<file path="src/verilog/ebi_regs.vh">
// Constants for the external bus interface block.
// Assumes inclusion by the design file and the bench; holds definitions only.
`ifndef EBI_REGS_VH
`define EBI_REGS_VH
// Operating modes.
`define EBI_MODE_SDRAM 2'h0
`define EBI_MODE_HB8 2'h1
`define EBI_MODE_HB16 2'h2
`define EBI_MODE_GP 2'h3
// Window base selections.
`define EBI_BASE_NONE 2'h0
`define EBI_BASE_6 2'h1
`define EBI_BASE_8 2'h2
`define EBI_BASE_ADDR_6 32'h60000000
`define EBI_BASE_ADDR_8 32'h80000000
// Window size selections and address bits covered.
`define EBI_SIZE_256B 2'h0
`define EBI_SIZE_64KB 2'h1
`define EBI_SIZE_16MB 2'h2
`define EBI_SIZE_512MB 2'h3
`define EBI_SPAN_256B 32'h000000FF
`define EBI_SPAN_64KB 32'h0000FFFF
`define EBI_SPAN_16MB 32'h00FFFFFF
`define EBI_SPAN_512MB 32'h1FFFFFFF
// Buffer depths.
`define EBI_WFIFO_DEPTH 3'h4
`define EBI_RFIFO_DEPTH 4'h8
// Read item sizes.
`define EBI_ISZ_8 2'h0
`define EBI_ISZ_16 2'h1
`define EBI_ISZ_32 2'h2
// Error cause bit positions.
`define EBI_ERR_TIMEOUT 0
`define EBI_ERR_RSTALL 1
`define EBI_ERR_WSTALL 2
// Interrupt source bit positions.
`define EBI_INT_ERR 0
`define EBI_INT_RD 1
`define EBI_INT_WR 2
// Reset values.
`define EBI_DIV_RESET 16'h0000
`endif
</file>
<file path="src/verilog/ebi_core.v">
// External bus interface core: processor window, write FIFO, streaming
// read FIFO, bus clock divider, wait limit, interrupts and DMA request.
// Assumes one clock domain; the external device answers with ext_ack.
//
// Operation
// - Mode selects SDRAM, 8-bit host, 16-bit host or general purpose.
// - Divider value sets external bus clock rate from system clock.
// - Processor accesses inside the window become external transactions.
// - Writes with a full write FIFO stall until space frees.
// - Write FIFO holds four pending writes without stalling.
// - Software reads free write FIFO entries.
// - Programmed start address and count drive sequential reads into FIFO.
// - Start command begins streaming; stop command halts it early.
// - Software reads remaining streaming item count.
// - Software reads number of items available in read FIFO.
// - Streaming items are 32, 16 or 8 bits wide.
// - Both FIFOs have programmable trigger levels for service requests.
// - Enabled read or write stalls raise an error interrupt.
// - Sources individually enabled; raw and masked status readable.
// - Error status names the cause; each cause clears separately.
// - Read FIFO drains by polling, interrupt or DMA request.
// - Nonzero wait limit aborts the held transaction and interrupts.
// - Window base none, 0x6.., 0x8..; size 256B to 512MB.
`include "ebi_regs.vh"
`timescale 1ns/100ps
`default_nettype none
module ebi_core (
  // Clock and reset.
  input wire sys_clk,
  input wire reset_n,
  // Configuration.
  input wire [1:0] cfg_mode,
  input wire [15:0] cfg_divider,
  input wire [1:0] cfg_base,
  input wire [1:0] cfg_size,
  input wire [7:0] cfg_max_wait,
  input wire [2:0] cfg_wr_trig,
  input wire [3:0] cfg_rd_trig,
  input wire cfg_wstall_err_en,
  input wire cfg_rstall_err_en,
  input wire [2:0] int_enable,
  input wire [2:0] err_clear,
  // Processor access port.
  input wire cpu_req,
  input wire cpu_we,
  input wire [31:0] cpu_addr,
  input wire [31:0] cpu_wdata,
  output reg cpu_ready_r,
  output reg [31:0] cpu_rdata_r,
  // Streaming read control, drain and FIFO levels.
  input wire [31:0] str_addr,
  input wire [15:0] str_count,
  input wire [1:0] str_size,
  input wire str_start,
  input wire str_stop,
  input wire rd_pop,
  output reg [31:0] rd_data_r,
  output reg rd_valid_r,
  output reg [15:0] str_remain_r,
  output reg [3:0] rd_avail_r,
  output reg [2:0] wr_free_r,
  // Interrupts, errors and DMA.
  output reg [2:0] int_raw_r,
  output reg [2:0] int_masked_r,
  output reg [2:0] err_status_r,
  output reg irq_r,
  output reg dma_req_r,
  // External bus.
  output reg ext_clk_r,
  output reg [1:0] ext_mode_r,
  output reg ext_req_r,
  output reg ext_we_r,
  output reg [31:0] ext_addr_r,
  output reg [31:0] ext_wdata_r,
  input wire ext_ack,
  input wire [31:0] ext_rdata
);

  // ----------------------------------------------------------------
  // Address window decode
  // ----------------------------------------------------------------
  reg [31:0] win_base;
  reg [31:0] win_span;
  wire in_win;

  // Base and span from the window selection.
  always @* begin
    case (cfg_base)
      `EBI_BASE_6: win_base = `EBI_BASE_ADDR_6;
      `EBI_BASE_8: win_base = `EBI_BASE_ADDR_8;
      default: win_base = 32'h00000000;
    endcase
    case (cfg_size)
      `EBI_SIZE_256B: win_span = `EBI_SPAN_256B;
      `EBI_SIZE_64KB: win_span = `EBI_SPAN_64KB;
      `EBI_SIZE_16MB: win_span = `EBI_SPAN_16MB;
      default: win_span = `EBI_SPAN_512MB;
    endcase
  end
  assign in_win = (cfg_base != `EBI_BASE_NONE) &&
                  ((cpu_addr & ~win_span) == win_base);

  // ----------------------------------------------------------------
  // Bus clock divider
  // ----------------------------------------------------------------
  reg [15:0] div_cnt_r;
  wire bus_tick;
  assign bus_tick = (div_cnt_r == cfg_divider);

  // Divider counter; the external clock toggles on each wrap.
  always @(posedge sys_clk or negedge reset_n) begin
    if (!reset_n) begin
      div_cnt_r <= `EBI_DIV_RESET;
      ext_clk_r <= 1'b0;
      ext_mode_r <= `EBI_MODE_SDRAM;
    end else begin
      ext_mode_r <= cfg_mode;
      if (bus_tick) begin
        div_cnt_r <= 16'h0000;
        ext_clk_r <= ~ext_clk_r;
      end else begin
        div_cnt_r <= div_cnt_r + 16'h0001;
      end
    end
  end

  // ----------------------------------------------------------------
  // Write transaction FIFO, four entries
  // ----------------------------------------------------------------
  reg [63:0] wf_mem [0:3];
  reg [1:0] wf_wp_r;
  reg [1:0] wf_rp_r;
  reg [2:0] wf_cnt_r;
  wire wf_full;
  wire wf_push;
  wire wf_pop;
  wire cpu_wr;
  wire cpu_rd;
  assign cpu_wr = cpu_req && cpu_we && in_win && cpu_ready_r;
  assign cpu_rd = cpu_req && !cpu_we && in_win && cpu_ready_r;
  assign wf_full = (wf_cnt_r == `EBI_WFIFO_DEPTH);
  assign wf_push = cpu_wr && !wf_full;
  // Count after this edge; ready must fall at the same edge the fourth entry lands,
  // because a registered ready seen high at an edge means the write is taken.
  wire [2:0] wf_cnt_nxt;
  assign wf_cnt_nxt = wf_cnt_r + {2'h0, wf_push} - {2'h0, wf_pop};

  // ----------------------------------------------------------------
  // Read FIFO, eight entries with a two-entry output buffer
  // ----------------------------------------------------------------
  reg [31:0] rf_mem [0:7];
  reg [2:0] rf_wp_r;
  reg [2:0] rf_rp_r;
  reg [3:0] rf_cnt_r;
  wire rf_full;
  wire rf_push;
  wire rf_pop;
  reg [31:0] ob_data_r [0:1];
  reg [1:0] ob_cnt_r;
  wire ob_ready;
  // The output buffer counts against the depth, so readable items stay <= 8.
  assign rf_full = ((rf_cnt_r + {2'h0, ob_cnt_r}) == `EBI_RFIFO_DEPTH);
  assign ob_ready = (ob_cnt_r != 2'h2);
  assign rf_pop = (rf_cnt_r != 4'h0) && ob_ready;

  // ----------------------------------------------------------------
  // External transaction engine
  // ----------------------------------------------------------------
  localparam ST_IDLE = 2'h0;
  localparam ST_WR = 2'h1;
  localparam ST_RD = 2'h2;
  localparam ST_STR = 2'h3;
  reg [1:0] st_r;
  reg [7:0] wait_r;
  reg str_act_r;
  reg [31:0] str_ptr_r;
  reg cpu_rd_pend_r;
  reg [31:0] cpu_rd_addr_r;
  wire [31:0] str_step;
  wire timeout;
  assign str_step = (str_size == `EBI_ISZ_8) ? 32'h00000001 :
                    (str_size == `EBI_ISZ_16) ? 32'h00000002 : 32'h00000004;
  assign timeout = (cfg_max_wait != 8'h00) && (wait_r == cfg_max_wait) &&
                   bus_tick && !ext_ack;
  assign wf_pop = (st_r == ST_IDLE) && (wf_cnt_r != 3'h0) && bus_tick;
  assign rf_push = (st_r == ST_STR) && ext_ack;
  wire rd_go;
  wire str_go;
  assign rd_go = (st_r == ST_IDLE) && bus_tick && (wf_cnt_r == 3'h0) &&
                 cpu_rd_pend_r;
  assign str_go = (st_r == ST_IDLE) && bus_tick && (wf_cnt_r == 3'h0) &&
                  !cpu_rd_pend_r && str_act_r && !rf_full &&
                  (str_remain_r != 16'h0000);

  // Transaction state machine; writes drain first, then CPU reads, then
  // stream reads, which keeps write ordering ahead of any read.
  always @(posedge sys_clk or negedge reset_n) begin
    if (!reset_n) begin
      st_r <= ST_IDLE;
      wait_r <= 8'h00;
      ext_req_r <= 1'b0;
      ext_we_r <= 1'b0;
      ext_addr_r <= 32'h00000000;
      ext_wdata_r <= 32'h00000000;
    end else begin
      case (st_r)
        ST_IDLE: begin
          wait_r <= 8'h00;
          if (wf_pop) begin
            st_r <= ST_WR;
            ext_req_r <= 1'b1;
            ext_we_r <= 1'b1;
            ext_addr_r <= wf_mem[wf_rp_r][63:32];
            ext_wdata_r <= wf_mem[wf_rp_r][31:0];
          end else if (rd_go) begin
            st_r <= ST_RD;
            ext_req_r <= 1'b1;
            ext_we_r <= 1'b0;
            ext_addr_r <= cpu_rd_addr_r;
          end else if (str_go) begin
            st_r <= ST_STR;
            ext_req_r <= 1'b1;
            ext_we_r <= 1'b0;
            ext_addr_r <= str_ptr_r;
          end
        end
        default: begin
          if (ext_ack || timeout) begin
            st_r <= ST_IDLE;
            ext_req_r <= 1'b0;
            ext_we_r <= 1'b0;
          end else if (bus_tick) begin
            wait_r <= wait_r + 8'h01;
          end
        end
      endcase
    end
  end

  // ----------------------------------------------------------------
  // Processor side, FIFOs and stream control
  // ----------------------------------------------------------------
  wire wr_stall;
  wire rd_stall;
  wire rd_done;
  wire rf_take;
  assign wr_stall = cpu_req && cpu_we && in_win && wf_full;
  assign rd_stall = cpu_rd_pend_r;
  assign rd_done = (st_r == ST_RD) && (ext_ack || timeout);
  assign rf_take = rd_pop && rd_valid_r;

  // Buffer pointers, counts, stream and CPU handshake.
  always @(posedge sys_clk or negedge reset_n) begin
    if (!reset_n) begin
      wf_wp_r <= 2'h0;
      wf_rp_r <= 2'h0;
      wf_cnt_r <= 3'h0;
      rf_wp_r <= 3'h0;
      rf_rp_r <= 3'h0;
      rf_cnt_r <= 4'h0;
      ob_cnt_r <= 2'h0;
      ob_data_r[0] <= 32'h00000000;
      ob_data_r[1] <= 32'h00000000;
      str_act_r <= 1'b0;
      str_ptr_r <= 32'h00000000;
      str_remain_r <= 16'h0000;
      cpu_rd_pend_r <= 1'b0;
      cpu_rd_addr_r <= 32'h00000000;
      cpu_ready_r <= 1'b1;
      cpu_rdata_r <= 32'h00000000;
    end else begin
      // Write FIFO; a full FIFO drops ready until an entry drains.
      if (wf_push) begin
        wf_mem[wf_wp_r] <= {cpu_addr, cpu_wdata};
        wf_wp_r <= wf_wp_r + 2'h1;
      end
      if (wf_pop)
        wf_rp_r <= wf_rp_r + 2'h1;
      wf_cnt_r <= wf_cnt_r + {2'h0, wf_push} - {2'h0, wf_pop};
      // CPU reads block until the external answer returns or the wait limit times out.
      if (cpu_rd) begin
        cpu_rd_pend_r <= 1'b1;
        cpu_rd_addr_r <= cpu_addr;
      end else if (rd_done) begin
        cpu_rd_pend_r <= 1'b0;
        cpu_rdata_r <= ext_ack ? ext_rdata : 32'h00000000;
      end
      cpu_ready_r <= !(wr_stall || (wf_cnt_nxt == `EBI_WFIFO_DEPTH) || cpu_rd ||
                       (cpu_rd_pend_r && !rd_done));
      // Stream control; stop wins over an in-progress count.
      if (str_stop) begin
        str_act_r <= 1'b0;
      end else if (str_start) begin
        str_act_r <= 1'b1;
        str_ptr_r <= str_addr;
        str_remain_r <= str_count;
      end else if (st_r == ST_STR && (ext_ack || timeout)) begin
        str_ptr_r <= str_ptr_r + str_step;
        str_remain_r <= str_remain_r - 16'h0001;
        if (str_remain_r == 16'h0001)
          str_act_r <= 1'b0;
      end
      // Read FIFO storage, item sized to the chosen width.
      if (rf_push) begin
        case (str_size)
          `EBI_ISZ_8: rf_mem[rf_wp_r] <= {24'h000000, ext_rdata[7:0]};
          `EBI_ISZ_16: rf_mem[rf_wp_r] <= {16'h0000, ext_rdata[15:0]};
          default: rf_mem[rf_wp_r] <= ext_rdata;
        endcase
        rf_wp_r <= rf_wp_r + 3'h1;
      end
      if (rf_pop)
        rf_rp_r <= rf_rp_r + 3'h1;
      rf_cnt_r <= rf_cnt_r + {3'h0, rf_push} - {3'h0, rf_pop};
      // Two-entry output buffer; a stalled drain loses no item.
      if (rf_take)
        ob_data_r[0] <= ob_data_r[1];
      if (rf_pop) begin
        if (ob_cnt_r == 2'h0 || (ob_cnt_r == 2'h1 && rf_take))
          ob_data_r[0] <= rf_mem[rf_rp_r];
        else
          ob_data_r[1] <= rf_mem[rf_rp_r];
      end
      ob_cnt_r <= ob_cnt_r + {1'b0, rf_pop} - {1'b0, rf_take};
    end
  end

  // ----------------------------------------------------------------
  // Status, errors, interrupts and DMA
  // ----------------------------------------------------------------
  wire [2:0] err_set;
  wire [2:0] src;
  wire [3:0] avail_nxt;
  assign err_set = {wr_stall && cfg_wstall_err_en,
                    rd_stall && cfg_rstall_err_en, timeout};
  assign avail_nxt = rf_cnt_r + {2'h0, ob_cnt_r} - {3'h0, rf_take};
  assign src = {wf_cnt_r <= cfg_wr_trig,
                rf_cnt_r >= cfg_rd_trig && rf_cnt_r != 4'h0,
                err_status_r != 3'h0};

  // Registered status outputs; error set wins over a same-cycle clear.
  always @(posedge sys_clk or negedge reset_n) begin
    if (!reset_n) begin
      err_status_r <= 3'h0;
      int_raw_r <= 3'h0;
      int_masked_r <= 3'h0;
      irq_r <= 1'b0;
      dma_req_r <= 1'b0;
      wr_free_r <= `EBI_WFIFO_DEPTH;
      rd_avail_r <= 4'h0;
      rd_valid_r <= 1'b0;
      rd_data_r <= 32'h00000000;
    end else begin
      err_status_r <= (err_status_r & ~err_clear) | err_set;
      int_raw_r <= src;
      int_masked_r <= src & int_enable;
      irq_r <= |(src & int_enable);
      dma_req_r <= src[`EBI_INT_RD];
      wr_free_r <= `EBI_WFIFO_DEPTH - wf_cnt_r -
                   {2'h0, wf_push} + {2'h0, wf_pop};
      rd_avail_r <= avail_nxt;
      rd_valid_r <= (ob_cnt_r + {1'b0, rf_pop} - {1'b0, rf_take}) != 2'h0;
      if (rf_take)
        rd_data_r <= (ob_cnt_r == 2'h2 || rf_pop) ?
                     ((ob_cnt_r == 2'h2) ? ob_data_r[1] : rf_mem[rf_rp_r]) :
                     rd_data_r;
      else if (!rd_valid_r && rf_pop)
        rd_data_r <= rf_mem[rf_rp_r];
    end
  end

endmodule
`default_nettype wire

</file>
<file path="config.mk">
export PLATFORM = sky130hd
export DESIGN_NAME = ebi_core
export DESIGN_NICKNAME = d
export VERILOG_FILES = /design/src/verilog/ebi_core.v
export VERILOG_INCLUDE_DIRS = /design/src /design/src/verilog
export SDC_FILE = /design/constraint.sdc
export NUM_CORES = 1
export LEC_CHECK = 0
export BUFFER_PORTS_ARGS = -buffer_cell sky130_fd_sc_hd__buf_2
export CAP_MARGIN = 20
export CORE_MARGIN = 2
export CORE_UTILIZATION = 50
export DETAILED_ROUTE_END_ITERATION = 10
export GPL_ROUTABILITY_DRIVEN = 0
export PLACE_DENSITY = 0.76
export SYNTH_ARGS = -nofsm -noshare
export SYNTH_HDL_FRONTEND = slang
export SYNTH_SLANG_ARGS = --single-unit
</file>
<file path="constraint.sdc">
create_clock -name sys_clk -period 9.4 [get_ports sys_clk]
set_clock_uncertainty 0.15 [all_clocks]
set_input_delay 2.82 -clock sys_clk [delete_from_list [all_inputs] [get_ports sys_clk]]
set_output_delay 2.82 -clock sys_clk [all_outputs]
set_load 0.1 [all_outputs]
</file>
==> flow_summary.json, run 1 <==
{
  "outcome": "completed",
  "finalCritPeriodShare": 0.597,
  "hold_viol": 0,
  "slew-limit-headroom": 0.261,
  "htree_levels": 3,
  "antenna_left": 0,
  "grt_max_degree": 144,
  "synth_edf_count": 512,
  "drt_pass1_iterations": 5,
  "p_clk_frac": 0.333,
  "grt_pass1_vias": 21900,
  "synth-seq-cells": 822,
  "cts_setup_buffers": 0,
  "num_io_pins": 368,
  "final_cell_mix": "edfxtp_1 (512), buf_2 (366), nand2_1 (329)",
  "drive_above_1_share": 0.264,
  "combPwrFrac": 0.228,
  "pre_cts_slack_ps": 3160,
  "drt_iter0_markers": 1943,
  "finalSetupViolations": 0,
  "intPower_uw": 6670,
  "die_h_um": 264,
  "fin_hold_ws_ps": 311,
  "grt_overflow": 0,
  "nNetsFinal": 2899,
  "syn-num-nets": 2544,
  "reg2reg_depth": 14,
  "grtUsageTotal": 0.235,
  "vdd_drop_max_v": 0.000177,
  "yosysTopAreaCellShare": 0.454,
  "clkSinkCount": 822,
  "syn-cell-area_um2": 33800,
  "grt_setup_unrepaired": "no",
  "min_period_ps": 5610,
  "synthTopCellsByArea": "edfxtp_1 (45%), dfrtp_1 (23%), mux4_2 (8.5%)",
  "syn_inst": 2306,
  "clock_path_buffers": 3,
  "end_kind": "flip-flop",
  "initial_core_util": 0.505,
  "viasPerCell": 5.86,
  "synth_area_leader_cell": "edfxtp_1",
  "totalWireLength_um": 81700,
  "synthArstFlopShare": 0.377,
  "ys_types": 60,
  "clock_latency_ps": 620,
  "whs_path_depth": 1,
  "grt_first_pass_wirelength_um": 126000,
  "p_total_uw": 9910,
  "rows": 95,
  "antenna_found_initial": 16,
  "critPathKind": "in -> reg",
  "drcViolationCount": 0,
  "via_count": 21100,
  "cts_resized": 0,
  "die_w_um": 264,
  "fin_tns_setup_ps": 0,
  "p_leak_uw": 0.0158,
  "max_freq_mhz": 178,
  "cts_buffers": 82,
  "seqPwrFrac": 0.439,
  "drv_cap": 0,
  "final_max_slew_viol_count": 0,
  "seq_area_frac_synth": 0.683,
  "cts-root-buf": "clkbuf_16",
  "core_region_area_um2": 67000,
  "portBuffers": 367,
  "synthFlopType": "edfxtp_1",
  "cts.reportedPaths.clkPinSlew_ps": 60,
  "worstMarginPinSlew_ps": 1110,
  "ys_warn_count": 0,
  "wire_per_inst_um": 22.6,
  "cts_hold_buf": 0,
  "switching_power_uw": 3240,
  "p_per_area_nw_per_um2": 251,
  "syn2layout_area_growth_pct": 16.5,
  "die_area_um2": 69800,
  "syn_area_per_cell_um2": 14.7,
  "crit_path_start_kind": "input pin",
  "setup_slack_ps": 3790,
  "dpl.hpwl_um": 52000,
  "worstPathArrival_ps": 5690,
  "hp-class": "reg -> reg",
  "utilization": 0.588,
  "cts_tree": "done",
  "cp_max_fo": 64,
  "final_common_cell": "edfxtp_1",
  "swShare": 0.326,
  "worstPathRequired_ps": 9480
}
==> final timing paths <==
| check | start | slack (ps) | to |
|---|---|---|---|
| min | ext_clk_r | 310 | ext_clk_r |
| min reg2reg | ext_clk_r | 310 | ext_clk_r |
| min in group asynchronous | reset_n | 2110 | cpu_rd_addr_r[23] |
| max reg2reg | div_cnt_r[2] | 5950 | cpu_ready_r |
| max in group asynchronous | reset_n | 4860 | rd_data_r[13] |
| max | cpu_addr[25] | 3790 | wf_mem[2][16] |
==> registers in the layout, summed over array words and instances, names as in the netlist, 4 cells and up <==
signal         cells
cpu_rd_addr_r     32
cpu_rdata_r       32
div_cnt_r         16
ext_addr_r        32
ext_wdata_r       32
ob_data_r         32
rd_avail_r         4
rd_data_r         32
rf_cnt_r           4
rf_mem           256
str_ptr_r         32
str_remain_r      16
wait_r             8
wf_mem           256
==> layout make-up <==
class | instances | area, µm²
Sequential cell | 822 | 23100
Antenna cell | 8 | 20.0
Clock inverter | 36 | 412
Clock buffer | 114 | 2320
Inverter | 80 | 300
Fill cell | 5101 | 27600
Timing Repair Buffer | 395 | 2140
Tap cell | 873 | 1090
Multi-Input combinational cell | 1280 | 10000
==> worst max-delay path, stage by stage <==
cell and delay, ps:
buf_2 130, or4_1 540, o21ai_1 130, o211ai_1 190, or4_1 700, inv_2 220, and3_4 870
==> logic make-up after synthesis <==
logic type	count (synthesis)	share of synthesized area
AO/OA/AOI/OAI	307	0.0560
XOR/XNOR	59	0.0153
adder cells (fa/ha/maj)	39	0.0155
buffers and inverters	204	0.0244
flip-flops	822	0.683
multiplexers	235	0.118
AND/OR/NAND/NOR	640	0.0871
==> per-stage QoR <==
stage,area [µm²],cells
floorplan,33800,2306
global placement,36600,3444
detailed placement,36600,3444
CTS,39300,3594
global route,39400,3607
finish,39400,3608
==> layer usage <==
layer | wire (µm) | vias to the layer above | track usage
li1 | - | 9338 | -
met1 | 32000 | 10700 | 0.298
met2 | 40100 | 898 | 0.388
met3 | 6220 | 202 | 0.0533
met4 | 3310 | 12 | 0.107
met5 | 82 | - | 0
==> cell usage after synthesis, drive strengths merged, types with 7 or more instances <==
cell	number
edfxtp	512
nand2	331
dfrtp	308
mux4	128
o21ai	119
nor2	87
clkbuf	85
inv	80
mux2i	69
o22ai	52
a21oi	44
nor4	43
buf	39
mux2	38
nor3	35
ha	34
o31ai	34
xnor2	32
and2	30
nand3	29
xor2	27
and3	15
nand4	15
o32a	13
nand2b	11
or3	10
o311ai	9
nor3b	8
or4	8
a31oi	7
==> power by group through the flow <==
stage	clock network, µW	logic (µW)	registers [µW]
after global routing	3500	2440	4390
after CTS	3360	2240	4380
final	3300	2260	4350
after detailed placement	0	2230	4450
after floorplan	0	1080	5070
after global placement	0	2190	4440
No activity file was read; power rests on OpenSTA's default activity.
==> run 2: changes to the inputs <==
- clock period: 9.4 -> 5.48 ns (I/O delays scaled with it)
==> flow_summary.json, run 2 (synthesis gave the netlist of run 1 again) <==
{
  "nNetsFinal": 2921,
  "cts_tree": "done",
  "drv_cap": 0,
  "crit_path_start_kind": "input pin",
  "die_area_um2": 69800,
  "min_period_ps": 4460,
  "syn2layout_area_growth_pct": 17.4,
  "cts_buffers": 85,
  "p_leak_uw": 0.0160,
  "reg_top3": "rf_mem: 256 flops, wf_mem: 256 flops",
  "cts-root-buf": "clkbuf_16",
  "grt_max_degree": 127,
  "drive_above_1_share": 0.272,
  "initial_core_util": 0.505,
  "cts.reportedPaths.clkPinSlew_ps": 60,
  "num_io_pins": 368,
  "slowest_stage": "or4_1",
  "vdd_drop_max_v": 0.000288,
  "pre_cts_slack_ps": 541,
  "placed_area_um2": 36800,
  "grt_first_pass_wirelength_um": 128000,
  "rows": 95,
  "cts_hold_buf": 0,
  "die_h_um": 264,
  "end_kind": "flip-flop",
  "fin_hold_ws_ps": 311,
  "ff2ff_setup_slack_ps": 2240,
  "cts_setup_buffers": 0,
  "drt_iter0_markers": 1914,
  "grt_pass1_vias": 22000,
  "final_common_cell": "edfxtp_1",
  "cts_resized": 0,
  "worstMarginPinSlew_ps": 967,
  "dpl.hpwl_um": 52900,
  "hp-class": "reg -> reg",
  "drt_pass1_iterations": 8,
  "worstPathArrival_ps": 4870,
  "antenna_left": 0,
  "finalCritPeriodShare": 0.814,
  "grt_overflow": 0,
  "worstPathRequired_ps": 5890,
  "via_count": 21300,
  "fin_area_um2": 39700,
  "grtUsageTotal": 0.238,
  "grt_setup_unrepaired": "no",
  "clock_latency_ps": 660,
  "final_max_slew_viol_count": 0,
  "max_freq_mhz": 224,
  "slew-limit-headroom": 0.355,
  "portBuffers": 367,
  "viasPerCell": 5.87,
  "wire_per_inst_um": 22.8,
  "path_cells": "buf_2 > or4_1 > o21ai_1 > o211ai_1 > or4_1 > ha_1 > inv_1 > ha_1 > fa_1 > xnor2_1 > nand3b_1 > o211a_1",
  "p_total_uw": 17200,
  "slowest_delay_ps": 720,
  "totalWireLength_um": 83000,
  "core_region_area_um2": 67000,
  "clkSinkCount": 822,
  "cpLargestDelayFamily": "simple AND/OR/NAND/NOR gates",
  "antenna_found_initial": 12,
  "final_cell_mix": "edfxtp_1 (512), buf_2 (366), nand2_1 (329)",
  "die_w_um": 264,
  "outcome": "completed",
  "fin_tns_setup_ps": 0,
  "crit_buf_inv": 2,
  "hold_viol": 0,
  "clock_path_buffers": 3,
  "finalSetupViolations": 0,
  "critPathKind": "in -> reg",
  "htree_levels": 3,
  "setup_slack_ps": 1020,
  "cp_max_fo": 6,
  "p_per_area_nw_per_um2": 434,
  "drcViolationCount": 0
}
## run 2: through the flow
| stage | util | cells |
|---|---|---|
| 2_1_floorplan | - | 2306 |
| 3_3_place_gp | 0.549 | 3468 |
| 3_5_place_dp | 0.549 | 3468 |
| 4_1_cts | 0.592 | 3627 |
| 5_1_grt | 0.592 | 3633 |
| 6_report | 0.593 | 3637 |
## run 2: final timing paths
kind / start / to / cells after the start
min in group asynchronous: reset_n / cpu_rd_addr_r[11] / 1
worst max register to register: div_cnt_r[2] / cpu_ready_r / 13
max in group asynchronous: reset_n / rf_rp_r[0] / 3
worst min register to register: ext_wdata_r[9] / ext_wdata_r[9] / 2
worst max-delay path: cpu_addr[25] / cpu_ready_r / 12
worst min-delay path: ext_wdata_r[9] / ext_wdata_r[9] / 2
## run 2: area by class of cell
| type | instances | area, µm² |
|---|---|---|
| tap | 873 | 1090 |
| clock inverter | 39 | 422 |
| multi-input combinational | 1280 | 10000 |
| fill | 5074 | 27300 |
| inverter | 80 | 300 |
| sequential | 822 | 23100 |
| timing repair buffer | 414 | 2280 |
| antenna | 9 | 22.5 |
| clock buffer | 120 | 2450 |
## run 2: report_power, final
part	total (µW)	switching, µW	internal [µW]
logic	3870	2720	1150
clock network	5850	2420	3430
registers	7510	486	7020
total	17200	5630	11600
## run 2: worst register-to-register path, stage by stage, from the launching register on
cell and delay (ps):
dfrtp_1 450, xnor2_1 180, nand4_1 160, nor4_4 410
nand2_1 130, or2_2 350, inv_1 90, ha_1 120
inv_1 40, ha_1 180, fa_1 400, xnor2_1 270
nand3b_1 130, o211a_1 140
## run 2: per-layer routing
layer	vias up	share of wire	wire, µm	GRT usage
li1	9385	-	-	-
met1	10800	0.38	31800	0.304
met2	952	0.50	41300	0.398
met3	196	0.082	6770	0.0531
met4	12	0.037	3060	0.0960
met5	-	0.00098	81	0
==> run 3: changes to the inputs <==
- PLACE_DENSITY: 0.76 -> 0.78
- clock period: 5.48 -> 4 ns (I/O delays scaled with it)
==> flow_summary.json, run 3 (synthesis gave the netlist of run 1 again) <==
{
  "outcome": "completed",
  "clkSinkCount": 822,
  "hold_viol": 0,
  "cts-root-buf": "clkbuf_16",
  "slowest_delay_ps": 610,
  "critPathKind": "in -> reg",
  "min_period_ps": 3680,
  "path_cells": "buf_2 > or4_1 > o21ai_1 > o211ai_1 > or4_4 > ha_1 > inv_1 > ha_1 > fa_1 > xnor2_1 > nand3b_1 > o211a_1",
  "stdcell_count": 3675,
  "fin_area_um2": 40300,
  "die_area_um2": 69800,
  "rows": 95,
  "grtUsageMet1": 0.307,
  "intPower_uw": 15900,
  "grt_first_pass_wirelength_um": 128000,
  "cts_buffers": 82,
  "cp_max_fo": 2,
  "max_freq_mhz": 272,
  "cts_tree": "done",
  "portBuffers": 367,
  "dpl.hpwl_um": 54900,
  "swShare": 0.326,
  "met2_usage": 0.399,
  "final_cell_mix": "edfxtp_1 (512), buf_2 (366), nand2_1 (329)",
  "fin_hold_ws_ps": 285,
  "end_kind": "flip-flop",
  "wire_per_inst_um": 22.5,
  "drive_above_1_share": 0.283,
  "clock_path_buffers": 3,
  "grt_overflow": 0,
  "final_common_cell": "edfxtp_1",
  "initial_core_util": 0.505,
  "crit_top_cell": "ha_1",
  "grt_max_degree": 99,
  "final_max_slew_viol_count": 0,
  "cts_setup_buffers": 0,
  "gr-usage-met3": 0.0548,
  "syn2layout_area_growth_pct": 18.9,
  "totalWireLength_um": 82700,
  "slowest_stage": "or4_4",
  "htree_levels": 3,
  "core_region_area_um2": 67000,
  "die_w_um": 264,
  "grt.busiest_layer": "met2",
  "combPwrFrac": 0.229,
  "clock_latency_ps": 640,
  "place_inst": 3515,
  "p_leak_uw": 0.0163,
  "die_h_um": 264,
  "p_per_area_nw_per_um2": 585,
  "drt_iter0_markers": 2079,
  "via_count": 21500,
  "worstPathRequired_ps": 4400,
  "num_io_pins": 368,
  "drcViolationCount": 0,
  "finalCritPeriodShare": 0.920,
  "placed_area_um2": 37400,
  "nNetsFinal": 2964,
  "vdd_drop_max_v": 0.000446,
  "worstPathArrival_ps": 4090,
  "grtUsageTotal": 0.239,
  "antenna_left": 0,
  "p_clk_frac": 0.337,
  "switching_power_uw": 7690,
  "seqPwrFrac": 0.434,
  "drt_pass1_iterations": 5,
  "grt_setup_unrepaired": "no",
  "worstMarginPinSlew_ps": 953,
  "finalSetupViolations": 0,
  "antenna_found_initial": 13,
  "viasPerCell": 5.84,
  "reg_top3": "rf_mem: 256 flops, wf_mem: 256 flops",
  "drv_cap": 0,
  "slew-limit-headroom": 0.365,
  "hp-class": "in -> async",
  "grt_pass1_vias": 21900,
  "cts_hold_buf": 0,
  "cts.reportedPaths.clkPinSlew_ps": 60,
  "cts_resized": 0,
  "crit_path_start_kind": "input pin"
}
run 3: cell count changes in the layout (fill, tap and decap cells not counted), moves of 2 or more:
cell,delta
buf_12,+19
bufinv_16,+2
clkinv_2,+3
diode_2,-2
nor3_4,+2
nor3_2,-2
buf_4,+28
clkbuf_8,-10
run 3: power by group through the flow:
stage / Clock, µW / Combinational, µW / Sequential (µW)
finish: 7940 / 5400 / 10200
global route: 8390 / 5820 / 10300
CTS: 8050 / 5440 / 10200
detailed placement: 0 / 5410 / 10400
global placement: 0 / 5280 / 10400
floorplan: 0 / 2530 / 11900
run 3: worst paths after layout:
check | startpoint | end | slack [ps] | cells after the start
worst max-delay path | cpu_addr[25] | cpu_ready_r | 320 | 12
worst min register to register | ext_wdata_r[21] | ext_wdata_r[21] | 320 | 2
worst max register to register | div_cnt_r[2] | cpu_ready_r | 900 | 12
max in group asynchronous | reset_n | wf_rp_r[0] | 2260 | 2
min in group sys_clk | ext_wdata_r[21] | ext_wdata_r[21] | 320 | 2
worst min-delay path | reset_n | ext_addr_r[7] | 290 | 1
run 3: layer usage:
metal / up-vias / wire (µm)
met5: - / 49
met4: 8 / 2870
met3: 195 / 7190
met2: 984 / 41000
met1: 10800 / 31700
li1: 9472 / -
run 3: layout make-up:
type	instances	area, µm²
repair buffers	460	2860
clock buffers	109	2310
fillers	4971	26800
multi-input cells	1280	10000
inverters	80	300
clock inverters	44	513
diodes	7	17.5
flip-flops and latches	822	23100
well taps	873	1090
run 3: critical path: cells and delay by family:
kind            cells  cell delay (ps)
compound gates      3              440
xor+xnor            1              200
buf+inv             2              140
simple gates        3             1230
fa+ha+maj           3              870
run 3: per-stage QoR:
| step | worst slack, ps | util | setup TNS (ps) | power (µW) |
|---|---|---|---|---|
| 3_5_place_dp | -313 | 0.558 | -402 | 15800 |
| 4_1_cts | 360 | 0.600 | 0 | 23700 |
| 2_1_floorplan | -170 | - | -17390 | 14400 |
| 3_3_place_gp | -246 | 0.558 | -307 | 15600 |
| 5_1_grt | 181 | 0.600 | 0 | 24500 |
| 6_report | 319 | 0.601 | 0 | 23600 |
